## src/inc/sesu_pkg.sv

```systemverilog
package sesu_pkg;
  localparam int AW   = 4;
  localparam int DW   = 16;
  localparam int NEVT = 15;
  localparam int NPIN = 2;
  localparam int NSRC = 5;
  // ************************************************************
  // Register offsets and fields
  // ************************************************************
  localparam logic [AW-1:0] REG_FLAG  = 4'h0;
  localparam logic [AW-1:0] REG_MASKA = 4'h1;
  localparam logic [AW-1:0] REG_MASKB = 4'h2;
  localparam logic [AW-1:0] REG_BINDX = 4'h3;
  localparam logic [AW-1:0] REG_BINDY = 4'h4;
  localparam logic [AW-1:0] REG_PIN0  = 4'h5;
  localparam logic [AW-1:0] REG_PIN1  = 4'h6;
  localparam logic [AW-1:0] REG_STAT  = 4'h7;
  localparam int EN_BIT  = 15;
  localparam int POL_BIT = 14;
  localparam int EVT_LSB = 8;
  localparam logic [DW-1:0] RST_REG = 16'h0000;
  // ************************************************************
  // Opcodes
  // ************************************************************
  localparam logic [7:0] OP_NOOP  = 8'h00;
  localparam logic [7:0] OP_CRYSTAL_OSCILLATOR  = 8'h01;
  localparam logic [7:0] OP_BUFLD = 8'h02;
  localparam logic [7:0] OP_BUFEX = 8'h03;
  localparam logic [7:0] OP_OFF   = 8'h04;
  localparam logic [7:0] OP_RXON  = 8'h05;
  localparam logic [7:0] OP_TXON  = 8'h06;
  localparam logic [7:0] STB_HI   = 8'h3F;
  localparam logic [3:0] BYTE_BITS = 4'h8;
  typedef struct packed {
    logic crystal_oscillator_ok;
    logic signal_strength_ok;
    logic dpu_h;
    logic dpu_l;
    logic tx;
    logic rx;
  } sesu_stat_s;
  typedef struct packed {
    logic radio_idle;
    logic tx_frm_ok;
    logic tx_ack_ok;
    logic tx_under;
    logic tx_over;
    logic rx_under;
    logic rx_over;
    logic rxen_zero;
    logic frame_received_event;
    logic rx_frm_acc;
    logic match_en;
    logic match_done;
    logic match_hit;
    logic rx_thresh;
    logic rx_frm_stored;
    logic rx_over_state;
    logic sfd;
    logic dpu_done_l;
  } sesu_evt_s;
  typedef struct packed {
    logic       vld;
    logic [7:0] code;
  } sesu_strobe_s;
  typedef enum logic [1:0] {SP_OP, SP_ARG, SP_SKIP} sesu_spi_e;
endpackage

```

## src/hdl/sesu_core.sv

```systemverilog
`timescale 1ns/1ps
module sesu_core
  import sesu_pkg::*;
(
  input  wire logic               i_core_clk,
  input  wire logic               i_reset,
  input  wire logic               i_chip_select_low,
  input  wire logic               i_sclk,
  input  wire logic               i_si,
  output logic                    o_so,
  output logic                    o_so_oe,
  input  wire logic [NPIN-1:0]    i_strobe_pin,
  input  wire logic [AW-1:0]      i_addr,
  input  wire logic [DW-1:0]      i_wdata,
  input  wire logic               i_wr,
  input  wire logic               i_rd,
  output logic [DW-1:0]           o_rdata,
  input  wire sesu_stat_s         i_stat,
  input  wire sesu_evt_s          i_evt,
  output sesu_strobe_s            o_strobe,
  output logic                    o_crystal_oscillator_on,
  output logic                    o_chan_a,
  output logic                    o_chan_a_cmp,
  output logic                    o_chan_b,
  output logic                    o_chan_b_cmp
);
  // ************************************************************
  // Functions
  // ************************************************************
  function automatic logic is_strobe(input logic [7:0] c);
    is_strobe = (c != OP_NOOP) && (c != OP_CRYSTAL_OSCILLATOR) &&
                (c != OP_BUFLD) && (c <= STB_HI);
  endfunction

  function automatic logic [NSRC-1:0] first_one(
    input logic [NSRC-1:0] v);
    first_one = v & (~v + NSRC'(1));
  endfunction

  // ************************************************************
  // Registers
  // ************************************************************
  logic [NEVT-1:0] flag_r;
  logic [NEVT-1:0] flag_nxt;
  logic [NEVT-1:0] mask_a_r;
  logic [NEVT-1:0] mask_b_r;
  logic [DW-1:0]   bind_x_r;
  logic [DW-1:0]   bind_y_r;
  logic [DW-1:0]   pin0_r;
  logic [DW-1:0]   pin1_r;
  logic [7:0]      buf_r;
  logic [7:0]      buf_nxt;
  logic [NSRC-1:0] pend_r;
  logic [NSRC-1:0] pend_nxt;
  logic [7:0]      pcode_r [NSRC];
  logic            idle_q_r;
  logic            rxen_q_r;
  logic            abort_r;

  // ************************************************************
  // Serial port and strobe pin synchronisers
  // ************************************************************
  logic [2:0] cs_s_r;
  logic [2:0] ck_s_r;
  logic [1:0] si_s_r;
  logic [NPIN-1:0] pin_s1_r;
  logic [NPIN-1:0] pin_s2_r;
  logic [NPIN-1:0] pin_s3_r;

  always_ff @(posedge i_core_clk or posedge i_reset) begin
    if (i_reset) begin
      cs_s_r   <= 3'h7;
      ck_s_r   <= 3'h0;
      si_s_r   <= 2'h0;
      pin_s1_r <= '0;
      pin_s2_r <= '0;
      pin_s3_r <= '0;
    end else begin
      cs_s_r   <= {cs_s_r[1:0], i_chip_select_low};
      ck_s_r   <= {ck_s_r[1:0], i_sclk};
      si_s_r   <= {si_s_r[0], i_si};
      pin_s1_r <= i_strobe_pin;
      pin_s2_r <= pin_s1_r;
      pin_s3_r <= pin_s2_r;
    end
  end

  // Only stage 1 and later are looked at; stage 0 feeds stage 1 only
  wire cs_act  = ~cs_s_r[1];
  wire cs_fall = cs_s_r[2] & ~cs_s_r[1];
  wire ck_rise = cs_act & ~ck_s_r[2] & ck_s_r[1];
  wire ck_fall = cs_act & ck_s_r[2] & ~ck_s_r[1];
  wire si_bit  = si_s_r[1];

  // ************************************************************
  // Status byte
  // ************************************************************
  wire [7:0] status_byte = {
    i_stat.crystal_oscillator_ok, i_stat.signal_strength_ok,
    |(flag_r & mask_a_r), |(flag_r & mask_b_r),
    i_stat.dpu_h, i_stat.dpu_l,
    i_stat.tx, i_stat.rx
  };

  // ************************************************************
  // Serial shifter
  // ************************************************************
  logic [7:0] tx_sh_r;
  logic [7:0] rx_sh_r;
  logic [3:0] bit_cnt_r;
  logic [7:0] op_r;
  sesu_spi_e  sp_st_r;
  sesu_spi_e  sp_st_nxt;

  wire       byte_end  = ck_rise && (bit_cnt_r == BYTE_BITS - 4'h1);
  wire [7:0] byte_val  = {rx_sh_r[6:0], si_bit};
  wire       load_stat = cs_fall | (ck_fall && bit_cnt_r == BYTE_BITS);

  always_ff @(posedge i_core_clk or posedge i_reset) begin
    if (i_reset) begin
      tx_sh_r   <= 8'h00;
      rx_sh_r   <= 8'h00;
      bit_cnt_r <= 4'h0;
      o_so      <= 1'b0;
    end else if (cs_fall) begin
      tx_sh_r   <= {status_byte[6:0], 1'b0};
      o_so      <= status_byte[7];
      bit_cnt_r <= 4'h0;
    end else if (load_stat) begin
      tx_sh_r   <= {status_byte[6:0], 1'b0};
      o_so      <= status_byte[7];
      bit_cnt_r <= 4'h0;
    end else if (ck_fall) begin
      tx_sh_r   <= {tx_sh_r[6:0], 1'b0};
      o_so      <= tx_sh_r[7];
    end else if (ck_rise) begin
      rx_sh_r   <= byte_val;
      bit_cnt_r <= bit_cnt_r + 4'h1;
    end
  end

  assign o_so_oe = cs_act;

  // Later bytes of long instructions belong to other blocks
  always_comb begin
    sp_st_nxt = sp_st_r;
    if (!cs_act) begin
      sp_st_nxt = SP_OP;
    end else if (byte_end) begin
      case (sp_st_r)
        SP_OP:   sp_st_nxt = (byte_val == OP_BUFLD) ? SP_ARG
                                                   : SP_SKIP;
        SP_ARG:  sp_st_nxt = SP_SKIP;
        SP_SKIP: sp_st_nxt = SP_SKIP;
        default: sp_st_nxt = SP_SKIP;
      endcase
    end
  end

  always_ff @(posedge i_core_clk or posedge i_reset) begin
    if (i_reset) begin
      sp_st_r <= SP_OP;
      op_r    <= OP_NOOP;
    end else begin
      sp_st_r <= sp_st_nxt;
      if (byte_end && sp_st_r == SP_OP) begin
        op_r <= byte_val;
      end
    end
  end

  wire op_end   = byte_end && sp_st_r == SP_OP;
  wire spi_stb  = op_end && is_strobe(byte_val);
  wire spi_crystal_oscillator = op_end && byte_val == OP_CRYSTAL_OSCILLATOR;
  wire buf_load = byte_end && sp_st_r == SP_ARG &&
                  op_r == OP_BUFLD;

  // ************************************************************
  // Events and flags
  // ************************************************************
  logic [NEVT-1:0] evt_set;
  // Driven below, once the strobe about to issue is known
  logic            tx_block;
  wire m_en      = i_evt.match_en;

  // Bit index is the event code, shared with the binding selectors
  always_comb begin
    evt_set     = '0;
    evt_set[0]  = i_evt.radio_idle & ~idle_q_r;
    evt_set[1]  = i_evt.tx_frm_ok & ~tx_block;
    evt_set[2]  = i_evt.tx_ack_ok & ~tx_block;
    evt_set[3]  = i_evt.tx_under;
    evt_set[4]  = i_evt.tx_over;
    evt_set[5]  = i_evt.rx_under;
    evt_set[6]  = i_evt.rx_over;
    evt_set[7]  = i_evt.rxen_zero & ~rxen_q_r;
    evt_set[8]  = i_evt.frame_received_event;
    evt_set[9]  = i_evt.rx_frm_acc;
    evt_set[10] = m_en & i_evt.match_done;
    evt_set[11] = m_en & i_evt.match_hit;
    evt_set[12] = i_evt.rx_thresh | i_evt.rx_frm_stored |
                  i_evt.rx_over_state;
    evt_set[13] = i_evt.sfd;
    evt_set[14] = i_evt.dpu_done_l;
  end

  wire wr_flag = i_wr && i_addr == REG_FLAG;
  // Set beats clear when both land on the same edge
  assign flag_nxt = (wr_flag ? (flag_r & i_wdata[NEVT-1:0]) : flag_r)
                    | evt_set;

  // ************************************************************
  // Strobe sources and arbitration
  // ************************************************************
  logic [NSRC-1:0] req;
  logic [7:0]      req_code [NSRC];
  logic [NPIN-1:0] pin_edge;
  logic [DW-1:0]   pin_cfg [NPIN];

  assign pin_cfg[0] = pin0_r;
  assign pin_cfg[1] = pin1_r;

  always_comb begin
    for (int k = 0; k < NPIN; k++) begin
      pin_edge[k] = pin_cfg[k][EN_BIT] &&
        (pin_cfg[k][POL_BIT] ? (pin_s2_r[k] & ~pin_s3_r[k])
                             : (~pin_s2_r[k] & pin_s3_r[k]));
    end
  end

  wire [3:0] bx_evt = bind_x_r[EVT_LSB+3:EVT_LSB];
  wire [3:0] by_evt = bind_y_r[EVT_LSB+3:EVT_LSB];
  wire bx_hit = bind_x_r[EN_BIT] && bx_evt < 4'(NEVT) &&
                evt_set[bx_evt];
  wire by_hit = bind_y_r[EN_BIT] && by_evt < 4'(NEVT) &&
                evt_set[by_evt];

  always_comb begin
    req         = {by_hit, bx_hit, pin_edge, spi_stb};
    req_code[0] = byte_val;
    req_code[1] = pin0_r[7:0];
    req_code[2] = pin1_r[7:0];
    req_code[3] = bind_x_r[7:0];
    req_code[4] = bind_y_r[7:0];
  end

  // Serial port wins; lower sources wait a cycle for each source granted ahead of them; a repeat request while pending merges into one with the latest code
  wire [NSRC-1:0] grant = first_one(pend_r);
  logic [7:0] sel_code;

  always_comb begin
    sel_code = OP_NOOP;
    for (int k = 0; k < NSRC; k++) begin
      if (grant[k]) begin
        sel_code = pcode_r[k];
      end
    end
  end

  assign pend_nxt = (pend_r & ~grant) | req;

  // ************************************************************
  // Strobe buffer and execution
  // ************************************************************
  wire       buf_ex  = |grant && sel_code == OP_BUFEX;
  wire [7:0] run_code = buf_ex ? buf_r : sel_code;
  // Oscillator-on never runs from the buffer or a pin or binding
  wire o_strobe_nxt_vld = |grant && is_strobe(run_code) &&
                          run_code != OP_BUFEX;
  wire abort_now = o_strobe_nxt_vld &&
                   (run_code == OP_OFF || run_code == OP_RXON ||
                    run_code == OP_TXON);
  assign tx_block = abort_now | abort_r;

  always_comb begin
    buf_nxt = buf_r;
    if (buf_ex) begin
      buf_nxt = OP_NOOP;
    end else if (buf_load) begin
      buf_nxt = byte_val;
    end
  end

  always_ff @(posedge i_core_clk or posedge i_reset) begin
    if (i_reset) begin
      pend_r   <= '0;
      buf_r    <= OP_NOOP;
      o_strobe <= '0;
      o_crystal_oscillator_on <= 1'b0;
      abort_r  <= 1'b0;
      idle_q_r <= 1'b1;
      rxen_q_r <= 1'b1;
      for (int k = 0; k < NSRC; k++) begin
        pcode_r[k] <= OP_NOOP;
      end
    end else begin
      pend_r    <= pend_nxt;
      buf_r     <= buf_nxt;
      o_strobe  <= '{vld: o_strobe_nxt_vld, code: run_code};
      o_crystal_oscillator_on <= spi_crystal_oscillator;
      abort_r   <= abort_now;
      idle_q_r  <= i_evt.radio_idle;
      rxen_q_r  <= i_evt.rxen_zero;
      for (int k = 0; k < NSRC; k++) begin
        if (req[k]) begin
          pcode_r[k] <= req_code[k];
        end
      end
    end
  end

  // ************************************************************
  // Register file
  // ************************************************************
  always_ff @(posedge i_core_clk or posedge i_reset) begin
    if (i_reset) begin
      flag_r   <= '0;
      mask_a_r <= '0;
      mask_b_r <= '0;
      bind_x_r <= RST_REG;
      bind_y_r <= RST_REG;
      pin0_r   <= RST_REG;
      pin1_r   <= RST_REG;
    end else begin
      flag_r <= flag_nxt;
      if (i_wr) begin
        case (i_addr)
          REG_MASKA: mask_a_r <= i_wdata[NEVT-1:0];
          REG_MASKB: mask_b_r <= i_wdata[NEVT-1:0];
          REG_BINDX: bind_x_r <= i_wdata;
          REG_BINDY: bind_y_r <= i_wdata;
          REG_PIN0:  pin0_r   <= i_wdata;
          REG_PIN1:  pin1_r   <= i_wdata;
          default:   ;
        endcase
      end
    end
  end

  logic [DW-1:0] rd_mux;

  always_comb begin
    case (i_addr)
      REG_FLAG:  rd_mux = {1'b0, flag_r};
      REG_MASKA: rd_mux = {1'b0, mask_a_r};
      REG_MASKB: rd_mux = {1'b0, mask_b_r};
      REG_BINDX: rd_mux = bind_x_r;
      REG_BINDY: rd_mux = bind_y_r;
      REG_PIN0:  rd_mux = pin0_r;
      REG_PIN1:  rd_mux = pin1_r;
      REG_STAT:  rd_mux = {buf_r, status_byte};
      default:   rd_mux = RST_REG;
    endcase
  end

  // ************************************************************
  // Read data and channel outputs
  // ************************************************************
  always_ff @(posedge i_core_clk or posedge i_reset) begin
    if (i_reset) begin
      o_rdata      <= RST_REG;
      o_chan_a     <= 1'b0;
      o_chan_a_cmp <= 1'b0;
      o_chan_b     <= 1'b0;
      o_chan_b_cmp <= 1'b0;
    end else begin
      o_rdata      <= i_rd ? rd_mux : RST_REG;
      o_chan_a     <= |(flag_r & mask_a_r);
      o_chan_a_cmp <= |(flag_r & ~mask_a_r);
      o_chan_b     <= |(flag_r & mask_b_r);
      o_chan_b_cmp <= |(flag_r & ~mask_b_r);
    end
  end
endmodule

```

## config.mk

```make
export PLATFORM = sky130hd
export DESIGN_NAME = sesu_core
export DESIGN_NICKNAME = d
export VERILOG_FILES = /design/src/inc/sesu_pkg.sv /design/src/hdl/sesu_core.sv
export SDC_FILE = /design/constraint.sdc
export NUM_CORES = 1
export LEC_CHECK = 0
export BUFFER_PORTS_ARGS = -buffer_cell sky130_fd_sc_hd__buf_4
export CORE_ASPECT_RATIO = 1.75
export CORE_MARGIN = 4
export CORE_UTILIZATION = 39
export CTS_BUF_LIST = sky130_fd_sc_hd__clkbuf_16
export DETAILED_ROUTE_END_ITERATION = 8
export MAX_ROUTING_LAYER = met4
export PLACE_DENSITY_LB_ADDON = 0.1
export SLEW_MARGIN = 20
export SYNTH_ARGS = -nofsm -noshare
export SYNTH_HDL_FRONTEND = slang
export SYNTH_SLANG_ARGS = --single-unit
```

## constraint.sdc

```tcl
create_clock -name i_core_clk -period 18 [get_ports i_core_clk]
set_input_delay 2.7 -clock i_core_clk [delete_from_list [all_inputs] [get_ports i_core_clk]]
set_output_delay 2.7 -clock i_core_clk [all_outputs]
set_load 0.005 [all_outputs]
```

==> results of run 1 <==
[power groups by stage]
stage | Combinational, W | Clock, W | Sequential (W)
6_report | 0.000335 | 0.000586 | 0.000755
5_1_grt | 0.000371 | 0.000618 | 0.000770
4_1_cts | 0.000339 | 0.000600 | 0.000756
3_5_place_dp | 0.000337 | 0 | 0.000765
3_3_place_gp | 0.000330 | 0 | 0.000763
2_1_floorplan | 0.000258 | 0 | 0.000713
[worst max-delay path by stage]
stage | startpoint | endpoint | slack (ps) | cells past startpoint
3_3_place_gp | i_evt[5] | pcode_r[6] | 13090 | 9
3_5_place_dp | i_evt[5] | pcode_r[5] | 13030 | 9
5_1_grt | i_evt[5] | pcode_r[10] | 13470 | 9
6_report | i_evt[5] | pcode_r[5] | 13600 | 9
4_1_cts | i_evt[5] | pcode_r[5] | 13610 | 9
2_1_floorplan | i_reset | abort_r | 8780 | 1
[final cells by class]
cell class              instances  area (um^2)
clock buffers                  25          626
well taps                     324          405
fillers                      2503        14200
repair buffers                 96          721
flip-flops and latches        238         5960
inverters                      23         93.8
clock inverters                20          303
multi-input cells             559         4410
[routing by layer]
layer / global-route usage / up-vias / part of all wire
li1: - / 3352 / -
met1: 0.227 / 3772 / 0.35
met2: 0.401 / 211 / 0.54
met3: 0.0234 / 91 / 0.033
met4: 0.144 / 0 / 0.076
met5: - / - / 0
[cells by family (layout without fill, tap and decap cells)]
logic type      Yosys count  count (layout)  share of synthesized area
flops                   238             238                      0.563
simple gates            198             198                     0.0951
compound gates          189             189                      0.132
mux                     167             167                      0.183
buf+inv                  58             164                     0.0220
xor+xnor                  3               3                    0.00248
fa+ha+maj                 2               2                    0.00236
[state kept, by name, indices dropped and copies added, names as in the netlist, 5 cells and up]
register,flops
mask_b_r,15
o_strobe,9
pin0_r,16
pend_r,5
bind_x_r,16
bind_y_r,16
buf_r,8
flag_r,15
pin1_r,16
o_rdata,16
tx_sh_r,7
rx_sh_r,7
pcode_r,40
op_r,8
mask_a_r,15
[stage by stage]
stage | hold slack [ps] | utilization | std cells
global placement | 331 | 0.434 | 1240
detailed placement | 335 | 0.434 | 1240
global route | 356 | 0.469 | 1285
finish | 347 | 0.469 | 1285
CTS | 349 | 0.469 | 1285
floorplan | 331 | - | 855
[Yosys cell counts (6+ instances only)]
| library cell | count | area share |
|---|---|---|
| a31oi_1 | 6 | 0.0035 |
| nor4_1 | 7 | 0.0041 |
| a22o_1 | 8 | 0.0066 |
| o22ai_1 | 20 | 0.012 |
| o21ai_0 | 30 | 0.014 |
| nor3_1 | 15 | 0.0071 |
| mux2i_1 | 18 | 0.017 |
| inv_1 | 23 | 0.0082 |
| a41oi_1 | 13 | 0.011 |
| nand2_1 | 54 | 0.019 |
| nor2_1 | 42 | 0.015 |
| nand3b_1 | 10 | 0.0071 |
| dfrtp_1 | 233 | 0.55 |
| mux2_4 | 8 | 0.011 |
| a22oi_1 | 60 | 0.043 |
| mux2_2 | 137 | 0.15 |
| nor2b_1 | 18 | 0.011 |
| a21oi_1 | 19 | 0.0090 |
| buf_2 | 6 | 0.0028 |
| clkbuf_1 | 26 | 0.0092 |
| nand3_1 | 7 | 0.0033 |
| nand2b_1 | 20 | 0.012 |
==> impl_metrics.env, run 1 <==
export IMPL_outcome="finished, final reports clean"
export IMPL_p_int_w=0.00119
export IMPL_grt_overflow_total=0
export IMPL_grt_use_total=0.222
export IMPL_hold_buffers=0
export IMPL_io_pins=85
export IMPL_start_util=0.396
export IMPL_p_sw_frac=0.291
export IMPL_drive_above_1_share=0.319
export IMPL_synth_edf_count=0
export IMPL_wl_per_cell_um=25.0
export IMPL_maxCapViolations=0
export IMPL_hold_path_depth=0
export IMPL_syn_inst=855
export IMPL_die_x_um=133
export IMPL_cts_tree="built"
export IMPL_irDropWorstVdd_uv=65.1
export IMPL_r2r_slack_ps=14200
export IMPL_htree_num_levels=1
export IMPL_p_leak_nw=5.57
export IMPL_tns_ps=0
export IMPL_total_power_w=0.00168
export IMPL_worstPathCellList="buf_4 -> and2_1 -> mux4_2 -> o211ai_1 -> o21ai_0 -> and2_1 -> nor3_1 -> o2bb2ai_4 -> mux2_2"
export IMPL_final_cell_area_mm2=0.0125
export IMPL_seqPwrFrac=0.450
export IMPL_cts_buffers=25
export IMPL_syn_avg_cell_area_um2=12.4
export IMPL_dieArea_mm2=0.0299
export IMPL_grt_pass1_wl_um=48500
export IMPL_rsz0062_at_grt="no"
export IMPL_placementRows=79
export IMPL_slowest_stage="mux4_2"
export IMPL_synth_cell_types=55
export IMPL_firstDrtPassIters=5
export IMPL_worst_slew_pin_slew_ps=1050
export IMPL_reg2reg_from="pend_r[0]"
export IMPL_die_h_um=226
export IMPL_crit_type="primary input to flip-flop"
export IMPL_post_route_period_util=0.245
export IMPL_async_reset_ff_frac=1.00
export IMPL_p_sw_w=0.000488
export IMPL_initialDrtViolationCount=399
export IMPL_synth_seq_area_share=0.563
export IMPL_slew_viol_final=0
export IMPL_cp_arrival_ps=4820
export IMPL_ff2ff_path_depth=8
export IMPL_min_from="ck_s_r[0]"
export IMPL_finalClockSkew_ps=8.66
export IMPL_clock_latency_ps=530
export IMPL_cts_resized_gates=0
export IMPL_syn_num_nets=910
export IMPL_pwr_share_comb=0.200
export IMPL_cp_buffers_inverters=1
export IMPL_cp_max_fo=9
export IMPL_dpl_instance_area_mm2=0.0116
export IMPL_dr_total_vias=7426
export IMPL_yosys_most_used_dff="dfrtp_1"
export IMPL_slew_headroom=0.299
export IMPL_wl_um=32200
export IMPL_critPathMaxStageDelay_ps=470
export IMPL_worstHoldEndpoint="ck_s_r[1]"
export IMPL_fin_ws_ps=13600
export IMPL_hold_viol=0
export IMPL_grt_max_degree=106
export IMPL_crit_top_cell="and2_1"
export IMPL_r2r_end="pcode_r[10]"
export IMPL_port_buffers=84
export IMPL_synth_seq_cells=238
export IMPL_final_common_cell="dfrtp_1"
export IMPL_cts_root_buf="clkbuf_16"
export IMPL_dp_slack_ps=13030
export IMPL_fmax_mhz=227
export IMPL_vias_per_cell=5.78
export IMPL_cp_data_required_time_ps=18410
export IMPL_grt_pass1_vias=7785
export IMPL_diodes=0
export IMPL_synth_warning_count=0
export IMPL_layout_nets=998
export IMPL_post_cts_buffers=0
export IMPL_min_period_ps=4400
export IMPL_start_kind="primary input"
export IMPL_crit_path_end_kind="flip-flop"
export IMPL_critPathTopFamily="multiplexers"
export IMPL_grt_antenna_before_repair=1
export IMPL_clk_pin_slew_ps=60
export IMPL_clock_path_buffers=3
export IMPL_final_cell_mix="233 x dfrtp_1, 137 x mux2_2, 96 x buf_4"
export IMPL_power_frac_clock=0.350
export IMPL_dp_hpwl_um=23600
export IMPL_core_mm2=0.0267
export IMPL_gp_congestion=0.911
export IMPL_syn_to_final_growth_pct=18.4
export IMPL_clock_sinks=238
export IMPL_finalSetupViolations=0
export IMPL_synthesis_area_mm2=0.0106
export IMPL_drtAntennaViolNets=0
export IMPL_hold_class="flip-flop to flip-flop"
export IMPL_power_density_mw_per_mm2=134
export IMPL_drc=0
No activity file was read; power rests on OpenSTA's default activity.
==> inputs of run 2 (changes only) <==
==> constraint.sdc (replaced) <==
create_clock -name i_core_clk -period 3.9 [get_ports i_core_clk]
set_input_delay 0.585 -clock i_core_clk [delete_from_list [all_inputs] [get_ports i_core_clk]]
set_output_delay 0.585 -clock i_core_clk [all_outputs]
set_load 0.005 [all_outputs]
==> run 2 against run 1 <==
- core utilization down 0.54 points
- register-to-register slack worse by 14000 ps
- via count up 0.67%
- critical path type is now flip-flop to flip-flop
- final area down 1.1%
- global-route usage up 0.44 points
- cell count up 0.47%
- largest power group unchanged
- sequential cell count unchanged
- clock power rose to 3.7 times the previous value
- clock-buffer cell count down 1
- power rose to 4.3 times the previous value
- critical endpoint is now pcode_r[13]
==> impl_metrics.env, run 2 (synthesis results as in run 1) <==
export IMPL_outcome="finished, final reports clean"
export IMPL_irDropWorstVdd_uv=369
export IMPL_slew_headroom=0.326
export IMPL_grt_overflow_total=0
export IMPL_seqPwrFrac=0.486
export IMPL_grt_pass1_wl_um=49500
export IMPL_r2r_end="pcode_r[13]"
export IMPL_p_sw_w=0.00224
export IMPL_p_sw_frac=0.310
export IMPL_post_cts_buffers=0
export IMPL_rsz0062_at_grt="no"
export IMPL_post_route_period_util=0.842
export IMPL_start_kind="flip-flop"
export IMPL_syn_to_final_growth_pct=17.0
export IMPL_firstDrtPassIters=5
export IMPL_grt_use_total=0.226
export IMPL_cts_buffers=24
export IMPL_fin_ws_ps=617
export IMPL_worstHoldEndpoint="pin_s1_r[0]"
export IMPL_io_pins=85
export IMPL_min_period_ps=3280
export IMPL_power_frac_clock=0.298
export IMPL_die_h_um=226
export IMPL_cp_max_fo=14
export IMPL_drc=0
export IMPL_dieArea_mm2=0.0299
export IMPL_gp_congestion=0.913
export IMPL_hold_buffers=0
export IMPL_slowest_stage="dfrtp_1"
export IMPL_cp_data_required_time_ps=4310
export IMPL_finalSetupViolations=0
export IMPL_dp_slack_ps=667
export IMPL_pwr_share_comb=0.217
export IMPL_final_cell_mix="233 x dfrtp_1, 137 x mux2_2, 100 x buf_4"
export IMPL_p_leak_nw=5.54
export IMPL_grt_antenna_before_repair=0
export IMPL_hold_class="primary input to flip-flop"
export IMPL_regMostFlops="pcode_r"
export IMPL_crit_type="flip-flop to flip-flop"
export IMPL_cp_arrival_ps=3690
export IMPL_start_util=0.396
export IMPL_hold_path_depth=1
export IMPL_cts_tree="built"
export IMPL_vias_per_cell=5.79
export IMPL_worst_slew_pin_slew_ps=1010
export IMPL_wl_um=32600
export IMPL_dr_total_vias=7476
export IMPL_placementRows=79
export IMPL_clk_pin_slew_ps=70
export IMPL_power_density_mw_per_mm2=584
export IMPL_worstPathCellList="or3_1 -> buf_4 -> or2_2 -> o22ai_1 -> nand4_1 -> a21oi_1 -> a311o_1 -> a31oi_1 -> o2bb2ai_4 -> mux2_4"
export IMPL_grt_pass1_vias=7756
export IMPL_clock_path_buffers=3
export IMPL_cts_resized_gates=0
export IMPL_core_mm2=0.0267
export IMPL_final_common_cell="dfrtp_1"
export IMPL_clock_latency_ps=540
export IMPL_grt_max_degree=96
export IMPL_dp_hpwl_um=23700
export IMPL_maxCapViolations=0
export IMPL_r2r_slack_ps=620
export IMPL_layout_nets=1003
export IMPL_hold_viol=0
export IMPL_finalClockSkew_ps=24.0
export IMPL_p_int_w=0.00498
export IMPL_reg2reg_from="pend_r[2]"
export IMPL_drtAntennaViolNets=0
export IMPL_largest_reg_flops=40
export IMPL_tns_ps=0
export IMPL_fmax_mhz=305
export IMPL_critPathMaxStageDelay_ps=500
export IMPL_wl_per_cell_um=25.3
export IMPL_initialDrtViolationCount=476
export IMPL_drive_above_1_share=0.308
export IMPL_slew_viol_final=0
export IMPL_htree_num_levels=1
export IMPL_clock_sinks=238
export IMPL_min_from="i_strobe_pin[0]"
export IMPL_die_x_um=133
export IMPL_ff2ff_path_depth=10
export IMPL_crit_path_end_kind="flip-flop"
export IMPL_cts_root_buf="clkbuf_16"
export IMPL_port_buffers=84
==> run 2: how the worst max path moves through the flow <==
stage	start	to	slack (ps)	depth (start not counted)
floorplan	i_reset	abort_r	200	1
global placement	pend_r[2]	pcode_r[14]	720	9
detailed placement	pend_r[2]	pcode_r[13]	670	10
CTS	pend_r[2]	pcode_r[13]	640	10
global route	pend_r[2]	pcode_r[13]	460	10
finish	pend_r[2]	pcode_r[13]	620	10
==> run 2: layout make-up <==
class                   count  area (um^2)
repair buffers            102          791
fillers                  2497        14300
diodes                      1         2.50
flip-flops and latches    238         5960
well taps                 324          405
clock inverters            20          115
inverters                  23         90.1
multi-input cells         559         4410
clock buffers              24          601
==> run 2: power groups by stage <==
| stage | Clock, W | Combinational (W) | Sequential [W] |
|---|---|---|---|
| after detailed placement | 0 | 0.00157 | 0.00355 |
| after CTS | 0.00222 | 0.00158 | 0.00350 |
| final | 0.00215 | 0.00157 | 0.00351 |
| after floorplan | 0 | 0.00119 | 0.00329 |
| after global routing | 0.00229 | 0.00172 | 0.00357 |
| after global placement | 0 | 0.00155 | 0.00355 |
==> run 2: worst max-delay path: cells and delay by family, from the launching register on <==
kind | cells | cell delay [ps]
flip-flops | 1 | 500
buffers and inverters | 1 | 210
multiplexers | 1 | 340
AO/OA/AOI/OAI | 5 | 1260
AND/OR/NAND/NOR | 3 | 830
==> run 2: layer usage <==
metal,vias up,global-route usage,part of all wire
met2,219,0.401,0.53
met4,0,0.130,0.067
li1,3373,-,-
met1,3803,0.249,0.37
met5,-,-,0
met3,81,0.0196,0.032
==> run 2: metrics by stage <==
stage	hold WS, ps	cells	total power (W)	area, um^2	utilization
floorplan	331	855	0.00448	10600	-
global placement	332	1246	0.00510	11700	0.437
detailed placement	336	1246	0.00512	11700	0.437
CTS	128	1290	0.00730	12400	0.464
global route	134	1290	0.00758	12400	0.464
finish	145	1291	0.00723	12400	0.464
